`config.mk`:
```
export PLATFORM = sky130hd
export DESIGN_NAME = prsc_top
export DESIGN_NICKNAME = d
export VERILOG_FILES = /design/src/prsc_pkg.sv /design/src/prsc_sync.sv /design/src/prsc_cycdiv.sv /design/src/prsc_top.sv
export VERILOG_INCLUDE_DIRS = /design/src
export SDC_FILE = /design/constraint.sdc
export NUM_CORES = 2
export LEC_CHECK = 0
export BUFFER_PORTS_ARGS = -buffer_cell sky130_fd_sc_hd__clkbuf_2
export CAP_MARGIN = 15
export CORE_MARGIN = 3
export CORE_UTILIZATION = 55
export CTS_CLUSTER_DIAMETER = 60
export DETAILED_ROUTE_END_ITERATION = 16
export HOLD_SLACK_MARGIN = 0.15
export PLACE_DENSITY = 0.71
export SKIP_LAST_GASP = 1
export SLEW_MARGIN = 20
export SYNTH_ARGS = -nofsm -noshare
export SYNTH_HDL_FRONTEND = slang
export SYNTH_SLANG_ARGS = --single-unit
```
`constraint.sdc`:
```
create_clock -name clk_i -period 6.35 [get_ports clk_i]
set_clock_uncertainty 0.2 [all_clocks]
set_input_delay 1.27 -clock clk_i [delete_from_list [all_inputs] [get_ports clk_i]]
set_output_delay 1.27 -clock clk_i [all_outputs]
set_load 0.02 [all_outputs]
```
`src/prsc_consts.svh`:
```
`ifndef PRSC_CONSTS_SVH
`define PRSC_CONSTS_SVH

// ----------------------------------------------------------------------------
// register offsets (byte addresses, one word each)
// ----------------------------------------------------------------------------
`define PRSC_ADR_CTRL      11'h000
`define PRSC_ADR_STATUS    11'h004
`define PRSC_ADR_WDC       11'h008
`define PRSC_ADR_IMASK     11'h00C
`define PRSC_RAM_SEL_BIT   10

// ----------------------------------------------------------------------------
// field positions
// ----------------------------------------------------------------------------
`define PRSC_CTRL_CD_LO    0
`define PRSC_CTRL_CD_HI    1
`define PRSC_CTRL_CRYSTAL_AMP_DISABLE    2
`define PRSC_CTRL_RING     3
`define PRSC_CTRL_BGOFF    4
`define PRSC_STAT_RING     0
`define PRSC_STAT_XRDY     1
`define PRSC_STAT_LOW      2
`define PRSC_STAT_WP       3
`define PRSC_STAT_CD_LO    4
`define PRSC_STAT_CD_HI    5
`define PRSC_WDC_XRDY      0
`define PRSC_WDC_POR       6

// ----------------------------------------------------------------------------
// cycle divider codes and reset values
// ----------------------------------------------------------------------------
`define PRSC_CD_RSVD       2'h0
`define PRSC_CD_DIV4       2'h1
`define PRSC_CD_DIV64      2'h2
`define PRSC_CD_DIV1024    2'h3
`define PRSC_MASK_RST      8'h00
`define PRSC_BOOT_VECTOR   16'h0000

// ----------------------------------------------------------------------------
// timing
// ----------------------------------------------------------------------------
`define PRSC_CLK_HZ        50000000
`define PRSC_POR_DELAY     65536
`define PRSC_XTAL_WARMUP   65536
`define PRSC_CNT_W         17

`endif

```
`src/prsc_pkg.sv`:
```
package prsc_pkg;

  typedef enum logic [1:0] {
    ST_LOW    = 2'b00,
    ST_WARMUP = 2'b01,
    ST_RUN    = 2'b10
  } prsc_state_type;

  typedef struct packed {
    logic        we;
    logic [10:0] adr;
    logic [3:0]  sel;
    logic [31:0] dat;
  } prsc_wb_req_type;

  typedef struct packed {
    logic       bgoff;
    logic       ring;
    logic       crystal_amp_disable;
    logic [1:0] cd;
  } prsc_ctrl_type;

endpackage

```
`src/prsc_sync.sv`:
```
`timescale 1ns/100ps
module prsc_sync (
  input  wire logic clk_i,
  input  wire logic d_i,
  output logic      q_o
);

  logic meta_q;

  always_ff @(posedge clk_i) begin
    meta_q <= d_i;
    q_o    <= meta_q;
  end

endmodule // prsc_sync

```
`src/prsc_cycdiv.sv`:
```
`timescale 1ns/100ps
`include "prsc_consts.svh"
module prsc_cycdiv (
  input  wire logic       clk_i,
  input  wire logic       rst_i,
  input  wire logic [1:0] cd_i,
  output logic            cyc_en_o,
  output logic            div4_en_o
);

  logic [9:0] cnt_q;

  always_ff @(posedge clk_i) begin
    if (rst_i) begin
      cnt_q <= 10'h000;
    end else begin
      cnt_q <= cnt_q + 10'h001;
    end
  end

  // one free counter serves all rates so a rate change never restarts it
  always_ff @(posedge clk_i) begin
    if (rst_i) begin
      cyc_en_o  <= 1'b0;
      div4_en_o <= 1'b0;
    end else begin
      div4_en_o <= &cnt_q[1:0];
      case (cd_i)
        `PRSC_CD_DIV64:   cyc_en_o <= &cnt_q[5:0];
        `PRSC_CD_DIV1024: cyc_en_o <= &cnt_q;
        default:          cyc_en_o <= &cnt_q[1:0];
      endcase
    end
  end

endmodule // prsc_cycdiv

```
`src/prsc_top.sv`:
```
// Notes on behaviour
// RULE1: low supply holds core and I/O reset
// RULE2: low supply drives reset output pin low
// RULE3: low supply blocks every data RAM write
// RULE4: on recovery enable crystal, wait 65536 cycles
// RULE5: then release pin and core, fetch zero
// RULE6: supply reset sets power-on flag, software clears
// RULE7: stop with bandgap off protects, backs RAM
// RULE8: default rate is four clocks per cycle
// RULE9: slow mode runs core at clk/64 or /1024
// RULE10: only software writes select a slow rate
// RULE11: idle halts core, peripherals keep clk/4
// RULE12: ring source selectable, crystal amp may stop
// RULE13: battery-backed data RAM of 256 bytes
// RULE14: divider code 00 reserved, 01/10/11 = 4/64/1024
// RULE15: divider change applies one cycle after write
// RULE16: slow rates only selectable from divide-by-4
// RULE17: crystal re-enable waits 65536 clocks, then ready
// RULE18: supply low asserts async, release is synchronised
`timescale 1ns/100ps
`include "prsc_consts.svh"
module prsc_top #(
  parameter int unsigned POR_DELAY_CYCLES   = `PRSC_POR_DELAY,
  parameter int unsigned XTAL_WARMUP_CYCLES = `PRSC_XTAL_WARMUP
) (
  input  wire logic        clk_i,
  input  wire logic        rst_i,
  input  wire logic        wb_cyc_i,
  input  wire logic        wb_stb_i,
  input  wire logic        wb_we_i,
  input  wire logic [10:0] wb_adr_i,
  input  wire logic [3:0]  wb_sel_i,
  input  wire logic [31:0] wb_dat_i,
  output logic      [31:0] wb_dat_o,
  output logic             wb_ack_o,
  input  wire logic        supply_low_i,
  input  wire logic        idle_i,
  input  wire logic        stop_i,
  output logic             core_reset_o,
  output logic             io_reset_o,
  output logic             reset_output_pin_n_o,
  output logic      [15:0] fetch_addr_o,
  output logic             crystal_amp_en_o,
  output logic             ring_select_o,
  output logic             ram_wp_o,
  output logic             battery_backup_o,
  output logic             core_cycle_en_o,
  output logic             periph_cycle_en_o,
  output logic             irq_o
);

  // --------------------------------------------------------------------------
  // declarations
  // --------------------------------------------------------------------------
  prsc_pkg::prsc_wb_req_type req;
  prsc_pkg::prsc_ctrl_type   ctrl_q;
  prsc_pkg::prsc_state_type  state_q;
  logic [`PRSC_CNT_W-1:0]    por_cnt_q;
  logic [`PRSC_CNT_W-1:0]    xtal_cnt_q;
  logic                      low_sync;
  logic                      hold_q;
  logic                      sys_rst;
  logic                      access;
  logic                      wr;
  logic [1:0]                cd_active_q;
  logic                      ring_active_q;
  logic                      xtal_ready_q;
  logic                      xtal_ready_ev;
  logic                      por_ev;
  logic                      por_flag_q;
  logic                      xrdy_flag_q;
  logic [7:0]                mask_q;
  logic [7:0]                wdc;
  logic [7:0]                status;
  logic                      cyc_en;
  logic                      div4_en;
  logic [7:0]                ram_q [256];
  logic [31:0]               rd_d;

  localparam logic [`PRSC_CNT_W-1:0] POR_LAST  = `PRSC_CNT_W'(POR_DELAY_CYCLES - 1);
  localparam logic [`PRSC_CNT_W-1:0] XTAL_LAST = `PRSC_CNT_W'(XTAL_WARMUP_CYCLES - 1);

  assign req     = '{we: wb_we_i, adr: wb_adr_i, sel: wb_sel_i, dat: wb_dat_i};
  assign access  = wb_cyc_i & wb_stb_i & ~wb_ack_o;
  assign wr      = access & req.we & req.sel[0];
  assign sys_rst = rst_i | core_reset_o;

  // --------------------------------------------------------------------------
  // supply monitor: async hold, synchronised release
  // --------------------------------------------------------------------------
  prsc_sync u_low_sync (
    .clk_i (clk_i),
    .d_i   (supply_low_i),
    .q_o   (low_sync)
  );

  // hold_q catches even a glitch too short for the synchroniser
  always_ff @(posedge clk_i or posedge supply_low_i) begin
    if (supply_low_i) begin
      hold_q               <= 1'b1;                                  // RULE18
      core_reset_o         <= 1'b1;                                  // RULE1
      io_reset_o           <= 1'b1;                                  // RULE1
      reset_output_pin_n_o <= 1'b0;                                  // RULE2
    end else if (rst_i) begin
      hold_q               <= 1'b1;
      core_reset_o         <= 1'b1;
      io_reset_o           <= 1'b1;
      reset_output_pin_n_o <= 1'b0;
    end else begin
      hold_q               <= hold_q & (state_q != prsc_pkg::ST_LOW);
      core_reset_o         <= hold_q | (state_q != prsc_pkg::ST_RUN);  // RULE1
      io_reset_o           <= hold_q | (state_q != prsc_pkg::ST_RUN);  // RULE1
      reset_output_pin_n_o <= ~hold_q & (state_q == prsc_pkg::ST_RUN); // RULE5
    end
  end

  always_ff @(posedge clk_i) begin
    if (rst_i) begin
      state_q   <= prsc_pkg::ST_LOW;
      por_cnt_q <= '0;
    end else begin
      case (state_q)
        prsc_pkg::ST_LOW: begin
          por_cnt_q <= '0;
          if (!low_sync && !hold_q) begin                            // RULE18
            state_q <= prsc_pkg::ST_WARMUP;
          end
        end
        prsc_pkg::ST_WARMUP: begin
          if (low_sync || hold_q) begin
            state_q <= prsc_pkg::ST_LOW;
          end else if (por_cnt_q == POR_LAST) begin                  // RULE4
            state_q <= prsc_pkg::ST_RUN;
          end else begin
            por_cnt_q <= por_cnt_q + `PRSC_CNT_W'(1);
          end
        end
        prsc_pkg::ST_RUN: begin
          if (low_sync || hold_q) begin
            state_q <= prsc_pkg::ST_LOW;
          end
        end
        default: state_q <= prsc_pkg::ST_LOW;
      endcase
    end
  end

  assign por_ev = (state_q == prsc_pkg::ST_WARMUP) & (por_cnt_q == POR_LAST) & ~low_sync & ~hold_q;

  always_ff @(posedge clk_i) begin
    if (rst_i) begin
      fetch_addr_o <= `PRSC_BOOT_VECTOR;
    end else if (core_reset_o) begin
      fetch_addr_o <= `PRSC_BOOT_VECTOR;                             // RULE5
    end
  end

  // --------------------------------------------------------------------------
  // clock control register
  // --------------------------------------------------------------------------
  always_ff @(posedge clk_i) begin
    if (sys_rst) begin
      ctrl_q <= '{bgoff: 1'b0, ring: 1'b0, crystal_amp_disable: 1'b0, cd: `PRSC_CD_DIV4}; // RULE8
    end else if (wr && req.adr == `PRSC_ADR_CTRL) begin              // RULE10
      ctrl_q.bgoff <= req.dat[`PRSC_CTRL_BGOFF];
      // slow rates only from a settled divide-by-4; reserved code ignored
      if (req.dat[`PRSC_CTRL_CD_HI:`PRSC_CTRL_CD_LO] == `PRSC_CD_DIV4) begin
        ctrl_q.cd <= `PRSC_CD_DIV4;                                  // RULE14
      end else if (req.dat[`PRSC_CTRL_CD_HI] && ctrl_q.cd == `PRSC_CD_DIV4
                   && cd_active_q == `PRSC_CD_DIV4) begin
        ctrl_q.cd <= req.dat[`PRSC_CTRL_CD_HI:`PRSC_CTRL_CD_LO];     // RULE16
      end
      // amp may stop only on ring; back to crystal only once it is ready
      if (!req.dat[`PRSC_CTRL_CRYSTAL_AMP_DISABLE] || ctrl_q.ring) begin
        ctrl_q.crystal_amp_disable <= req.dat[`PRSC_CTRL_CRYSTAL_AMP_DISABLE];                   // RULE12
      end
      if (req.dat[`PRSC_CTRL_RING] || (xtal_ready_q && !ctrl_q.crystal_amp_disable)) begin
        ctrl_q.ring <= req.dat[`PRSC_CTRL_RING];                     // RULE12
      end
    end
  end

  // selections reach the divider on the next instruction cycle boundary
  always_ff @(posedge clk_i) begin
    if (sys_rst) begin
      cd_active_q   <= `PRSC_CD_DIV4;
      ring_active_q <= 1'b0;
    end else if (cyc_en) begin
      cd_active_q   <= ctrl_q.cd;                                    // RULE15
      ring_active_q <= ctrl_q.ring;
    end
  end

  prsc_cycdiv u_cycdiv (
    .clk_i     (clk_i),
    .rst_i     (sys_rst),
    .cd_i      (cd_active_q),
    .cyc_en_o  (cyc_en),                                             // RULE9
    .div4_en_o (div4_en)
  );

  always_ff @(posedge clk_i) begin
    if (sys_rst) begin
      core_cycle_en_o   <= 1'b0;
      periph_cycle_en_o <= 1'b0;
    end else begin
      core_cycle_en_o   <= cyc_en & ~idle_i & ~stop_i;               // RULE11
      periph_cycle_en_o <= ~stop_i & (idle_i ? div4_en : cyc_en);    // RULE11
    end
  end

  // --------------------------------------------------------------------------
  // crystal amplifier and warm-up
  // --------------------------------------------------------------------------
  // the power-up delay doubles as warm-up, so ready starts out set
  always_ff @(posedge clk_i) begin
    if (sys_rst) begin
      xtal_cnt_q   <= '0;
      xtal_ready_q <= 1'b1;
    end else if (ctrl_q.crystal_amp_disable) begin
      xtal_cnt_q   <= '0;
      xtal_ready_q <= 1'b0;
    end else if (!xtal_ready_q) begin
      xtal_cnt_q   <= xtal_cnt_q + `PRSC_CNT_W'(1);
      xtal_ready_q <= (xtal_cnt_q == XTAL_LAST);                     // RULE17
    end
  end

  assign xtal_ready_ev = ~sys_rst & ~ctrl_q.crystal_amp_disable & ~xtal_ready_q & (xtal_cnt_q == XTAL_LAST);

  always_ff @(posedge clk_i) begin
    if (rst_i) begin
      crystal_amp_en_o <= 1'b1;
      ring_select_o    <= 1'b0;
    end else begin
      crystal_amp_en_o <= core_reset_o | ~ctrl_q.crystal_amp_disable;              // RULE4
      ring_select_o    <= ~core_reset_o & ring_active_q;             // RULE12
    end
  end

  // --------------------------------------------------------------------------
  // battery-backed data RAM
  // --------------------------------------------------------------------------
  always_ff @(posedge clk_i) begin
    if (rst_i) begin
      ram_wp_o         <= 1'b1;
      battery_backup_o <= 1'b1;
    end else begin
      ram_wp_o         <= hold_q | low_sync | core_reset_o | (stop_i & ctrl_q.bgoff); // RULE3 RULE7
      battery_backup_o <= hold_q | low_sync | (stop_i & ctrl_q.bgoff);                // RULE7
    end
  end

  // no reset on the array: its contents must outlive supply loss
  always_ff @(posedge clk_i) begin
    if (wr && req.adr[`PRSC_RAM_SEL_BIT] && !ram_wp_o && !hold_q && !low_sync) begin // RULE3
      ram_q[req.adr[9:2]] <= req.dat[7:0];                           // RULE13
    end
  end

  // --------------------------------------------------------------------------
  // power-on flag, events, interrupt
  // --------------------------------------------------------------------------
  // a set in the same cycle as a write-one clear wins
  always_ff @(posedge clk_i) begin
    if (rst_i) begin
      por_flag_q  <= 1'b0;
      xrdy_flag_q <= 1'b0;
    end else begin
      por_flag_q  <= por_ev | (por_flag_q & ~(wr && req.adr == `PRSC_ADR_WDC
                                              && req.dat[`PRSC_WDC_POR]));   // RULE6
      xrdy_flag_q <= xtal_ready_ev | (xrdy_flag_q & ~(wr && req.adr == `PRSC_ADR_WDC
                                                      && req.dat[`PRSC_WDC_XRDY]));
    end
  end

  always_ff @(posedge clk_i) begin
    if (sys_rst) begin
      mask_q <= `PRSC_MASK_RST;
    end else if (wr && req.adr == `PRSC_ADR_IMASK) begin
      mask_q <= req.dat[7:0];
    end
  end

  always_comb begin
    wdc                  = 8'h00;
    wdc[`PRSC_WDC_POR]   = por_flag_q;
    wdc[`PRSC_WDC_XRDY]  = xrdy_flag_q;
    status                   = 8'h00;
    status[`PRSC_STAT_RING]  = ring_active_q;
    status[`PRSC_STAT_XRDY]  = xtal_ready_q;
    status[`PRSC_STAT_LOW]   = low_sync;
    status[`PRSC_STAT_WP]    = ram_wp_o;
    status[`PRSC_STAT_CD_HI:`PRSC_STAT_CD_LO] = cd_active_q;
  end

  always_ff @(posedge clk_i) begin
    if (rst_i) begin
      irq_o <= 1'b0;
    end else begin
      irq_o <= |(wdc & mask_q);
    end
  end

  // --------------------------------------------------------------------------
  // wishbone slave: ack one cycle after the strobe, unmapped reads zero
  // --------------------------------------------------------------------------
  always_comb begin
    rd_d = 32'h0000_0000;
    if (req.adr[`PRSC_RAM_SEL_BIT]) begin
      rd_d[7:0] = ram_q[req.adr[9:2]];
    end else begin
      case (req.adr)
        `PRSC_ADR_CTRL:   rd_d[4:0] = ctrl_q;
        `PRSC_ADR_STATUS: rd_d[7:0] = status;
        `PRSC_ADR_WDC:    rd_d[7:0] = wdc;
        `PRSC_ADR_IMASK:  rd_d[7:0] = mask_q;
        default:          rd_d      = 32'h0000_0000;
      endcase
    end
  end

  always_ff @(posedge clk_i) begin
    if (rst_i) begin
      wb_ack_o <= 1'b0;
      wb_dat_o <= 32'h0000_0000;
    end else begin
      wb_ack_o <= access;
      wb_dat_o <= (access && !req.we) ? rd_d : 32'h0000_0000;
    end
  end

endmodule // prsc_top

```
# --- Word level (Yosys, flattened, before mapping) ---
# Memory sizes are Yosys's and may differ from the RTL's.
# Index checks and enable logic that the tools add are counted.
# Widths: inputs -> output; s select.
op_classes:
  n_addsub: 3
  eq_ne: 18
  muxes: 22
  n_bitwise: 41
  n_reduce_logical: 39
ops:
  columns: ["operator", "count"]
  rows:
  - ["$add 17x1->17 const B", 2]
  - ["$eq 17x16->1 const B", 2]
  - ["$mux 17", 2]
  - ["$pmux 17 s2", 1]
  - ["$eq 11x4->1 const B", 2]
  - ["$pmux 5 s4", 1]
  - ["$and 1x1->1", 19]
  - ["$logic_and 1x1->1", 14]
  - ["$mux 2", 6]
  - ["$not 1->1", 12]
  - ["$eq 11x3->1 const B", 1]
  - ["$logic_not 11->1", 1]
  - ["$add 10x1->10 const B", 1]
  - ["$reduce_and 10->1", 1]
  - ["$or 1x1->1", 9]
  - ["$pmux 3 s3", 1]
  - ["$and 7x8->8", 1]
  - ["$eq 2x1->1 const B", 4]
  - ["$mux 1", 8]
  - ["$mux 8", 1]
  - ["$ne 2x2->1 const B", 4]
  - ["$reduce_and 2->1", 4]
  - ["$reduce_or 8->1", 1]
  - ["$eq 2x2->1 const B", 3]
  - ["other kinds (11)", 22]
totals:
  register_bits: 112
  ramBits: 2048
  input_bits: 55
  out_inout_bits: 59
  word_cells: 155
  memories: 1
mem_list:
  columns: ["name", "depth", "width", "read_ports", "rd_clocked_by_memory_dff", "wr", "line_no", "rtl"]
  rows:
  - ["ram_q", 256, 8, 1, 0, 1, "prsc_top.sv:77", "logic [7:0] ram_q [256];"]

# --- Depth between registers and ports, before layout ---
logic_depth:
  word_depth: 10
  depth_mapped: 13
  mapped_depth_nobuf: 13

# --- By module ---
# From an unflattened synthesis, not the netlist that was laid out.
hier_totals:
  cells_unflattened: 4258
  area_unflattened_um2: 83707.8
modules_own_cells:
  columns: ["mod", "instances", "cells_per_inst", "area_each_um2"]
  rows:
  - ["prsc_top", 1, 4206, 83183.5]
  - ["prsc_cycdiv", 1, 50, 484.2]
  - ["prsc_sync", 1, 2, 40.0]

# --- Least setup slack after synthesis ---
# Ideal clock, no wire load.
synth_timing:
  path_type: "input to register"
  startpoint: "input port wb_adr_i[2]"
  endpoint: "memory ram_q[145][0] (enable)"
  setup_ps: 370
  arrival_time_ps: 3228
  required_time_ps: 5780
  setup_slack_ps: 2551
  cell_stages: 10
  n_path_buf: 7
  cell_sequence: "buf_6 buf_12 buf_12 buf_8 buf_6 buf_6 nor2b_1 nand2_1 clkbuf_1 nor2_1"
synth_lines:
  columns: ["element", "line_no", "rtl"]
  rows:
  - ["from (decl)", "prsc_top.sv:31", "input wire logic [10:0] wb_adr_i,"]
  - ["to (decl)", "prsc_top.sv:77", null]
# Straight into the memory's write port.

# --- Worst setup path in the final report ---
layout_timing:
  startpoint: "input port wb_adr_i[5]"
  endpoint: "memory ram_q[58][2] (enable)"
# Straight into the memory's write port.

==> metrics.md <==
| Metric | Value |
|---|---|
| Status | `complete, no violations` |
| Design Area, Final | `92900 um^2` |
| Reg-to-reg endpoint | `ram_q[58][2]$_DFFE_PP_` |
| # clock sinks | `~2100` |
| Yosys cell types | `77` |
| # port buffers | `46` |
| Crit-path cells | `buf_4 > nor2b_4 > nand2_1 > buf_4 > nor2_1` |
| Avg Inst Size Synth | `19.6 um^2` |
| Via/cell ratio | `6.46` |
| Worst hold start | `u_cycdiv.cnt_q[0]$_SDFF_PP0_` |
| Slew @ Worst Pin | `1180 ps` |
| Rows | `about 140` |
| Clock latency on the worst-skew pair | `840 ps` |
| Area leader, netlist | `edfxtp_1` |
| Finish-stage setup viols | `0` |
| Synth Area in Adders | `0.0747%` |
| # fillers | `10300` |
| Leakage power | `29.6 nW` |
| Root Driver | `clkbuf_16` |
| Synthesized flop and latch total | `2136` |
| Crit end category | `flop` |
| RePlAce Congestion | `0.897` |
| Final Non-Filler Cells | `6620` |
| Gate Count Post-Synth | `4276` |
| Slew Viols, Final | `0` |
| CP max stage cell | `nor2b_4` |
| Largest family of logic cells by synthesized area | `multiplexers` |
| P per Cell Area | `310 nW/um^2` |
| Maxcap violations | `0` |
| Area of the core | `between 150000 and 200000 um^2` |
| Xor-xnor portion of the synthesized cell area | `0.261%` |
| Max Clock Freq | `0.224 GHz` |
| Die height | `approximately 400 um` |
| Fin nets | `4491` |
| Yosys warnings | `0` |
| Die ar. | `157000 um^2` |
| Num CTS Buffers | `between 200 and 250` |
| Starting density of the core | `about 56%` |
| CP Data Required Time | `6610 ps` |
| Synth Area in Simple Gates | `between 3 and 4%` |
| Most frequent cells in the layout | `2048 x edfxtp_1, 390 x mux4_2, 359 x nor2_1` |
| Hold Path End | `u_cycdiv.cnt_q[0]$_SDFF_PP0_` |
| DPL Wire Length | `120 mm` |
| Final TNS setup | `0 ps` |
| Initial antenna violation count | `4` |
| Post-Syn Area | `83800 um^2` |
| Startpoint types | `primary input` |
| Drt pass-1 iters | `6` |
| Io pins | `about 110` |
| Worst Reg-to-Reg Cells | `6` |
| R2r setup slk | `2170 ps` |
| Crit-path max cell delay | `around 850 ps` |
| Avg WL per Cell | `between 30 and 40 um` |
| Slew HR | `21.4%` |
| DP Cell Count | `6239` |
| Tmin final | `4470 ps` |
| First-pass GRT wire length | `about 290 mm` |
| Overall routing resource usage | `about 26%` |
| Placement Cell Area | `86200 um^2` |
| Post-synthesis compound-gate area fraction | `3.24%` |
| Vias in the first global route | `42200` |
| Clock transition at path regs | `~60 ps` |
| Synth Flop Type | `edfxtp_1` |
| Worst min-delay path class | `reg -> reg` |
| RSZ-0062 raised after global routing | `false` |
| Final hold slack | `263 ps` |
| Number of enable flip-flop cells after synthesis | `2048` |
| TritonCTS clock tree | `yes` |
| Maximum vdd drop | `0.264 mV` |
| Drt drc | `0` |
| Most used cell, CP | `buf_4` |
| DRT iter0 DRCs | `around 6000` |
| Layout area overhead | `11.0%` |
| Worst Path Arrival | `around 4700 ps` |
| Final ANT Viol Nets | `0` |
| Die X-Extent | `396 um` |
| Final hold violations | `0` |
| Seq/Total Area, Yosys | `between 70% and 80%` |
| Period utilization | `70.4%` |
| Kind of critical path | `in -> reg` |
| Commonest non-fill, non-tap cell in the layout | `edfxtp_1` |
| Top cells by area, synth | `edfxtp_1 73%, mux4_2 10%, mux2i_1 3.5%` |
| CP startpoint | `wb_adr_i[5]` |
| Post-synthesis mux area share | `14.8%` |
| FFs w/ async S/R, synth | `0.140%` |
| Clk buf depth | `3` |
| H-tree depth | `4` |
| Layout cells sized above 1 | `19.7%` |
| Total grt overflow | `0` |
| WL final | `200 mm` |
| Worst R2R Start | `hold_q$_DFF_PP1_` |
| Worst Path Max Fanout | `31` |
| Cells on Worst Hold Path | `1` |
| Via count | `42800` |
| Largest net degree at the start of global routing | `182` |
| Top cell type's share of synthesized area | `roughly three quarters` |
==> how the worst max path moves through the flow <==
stage / end / depth (start not counted) / slack, ps
3_3_place_gp: wb_dat_o[2]$_SDFF_PP0_ / 8 / 1070
5_1_grt: ram_q[58][1]$_DFFE_PP_ / 5 / 1880
3_5_place_dp: wb_dat_o[2]$_SDFF_PP0_ / 8 / 1050
2_1_floorplan: ram_q[145][0]$_DFFE_PP_ / 10 / 2550
6_report: ram_q[58][2]$_DFFE_PP_ / 5 / 1880
4_1_cts: wb_dat_o[2]$_SDFF_PP0_ / 8 / 1950
==> synth_stat cells (all sizes together) (23+ instances only) <==
library cell / instances
a21oi: 64
a221oi: 28
a22oi: 72
buf: 184
clkbuf: 98
dfxtp: 85
edfxtp: 2048
mux2i: 290
mux4: 412
nand2: 129
nand3: 66
nor2: 360
nor3: 23
o21ai: 44
o22ai: 77
==> report_power, final <==
| group | switching [mW] | internal, mW | total (mW) |
|---|---|---|---|
| registers | 0.00203 | 15.4 | 15.4 |
| logic | 0.890 | 0.441 | 1.33 |
| clock network | 5.17 | 6.91 | 12.1 |
| total | 6.06 | 22.8 | 28.8 |
==> routing by layer <==
layer	wire [um]	GRT usage, %	up-vias
met1	78000	36.1	22200
met5	198	0.770	-
li1	-	-	17800
met2	93800	39.1	2322
met3	19500	5.75	432
met4	8580	10.2	6
==> state kept, by name (all words and copies together) (netlist names), 2 cells and up <==
name / count
ram_q: 2048
por_cnt_q: 17
xtal_cnt_q: 17
u_cycdiv.cnt_q: 10
mask_q: 8
wb_dat_o: 8
ctrl_q: 5
cd_active_q: 2
state_q: 2
==> repair_timing <==
item	CTS	global route
setup endpoints to repair	0	0
gates resized for setup	0	0
hold buffers	2	0
endpoints found under the hold margin	2	0
buffers inserted	0	0
==> layout make-up <==
cell class	instances	area (um^2)	area share, %
clock buffers	251	5410	5.82
well taps	2016	2520	2.71
diodes	2	5.00	0.00538
flip-flops and latches	2136	63300	68.1
inverters	12	46.3	0.0498
repair buffers	192	1670	1.79
multi-input cells	1885	18800	20.2
clock inverters	126	1260	1.35
==> stage by stage <==
step	total power, mW	setup slack (ps)	utilization, %
2_1_floorplan	16.5	2550	-
3_5_place_dp	17.0	1050	57.3
5_1_grt	29.6	1880	61.8
3_3_place_gp	17.0	1070	57.3
6_report	28.8	1880	61.8
4_1_cts	29.0	1950	61.8
==> cells by family after synthesis <==
kind of cell    count (synthesis)
mux                           713
flops                        2136
fa+ha+maj                       5
other cells                     1
buf+inv                       294
xor+xnor                       25
compound gates                391
simple gates                  711
==> worst max-delay path, delay by kind of cell <==
kind / cells / cell delay [ps]
buffers and inverters: 2 / 1020
AND/OR/NAND/NOR: 3 / 2390
(Power assumes the default switching activity.)
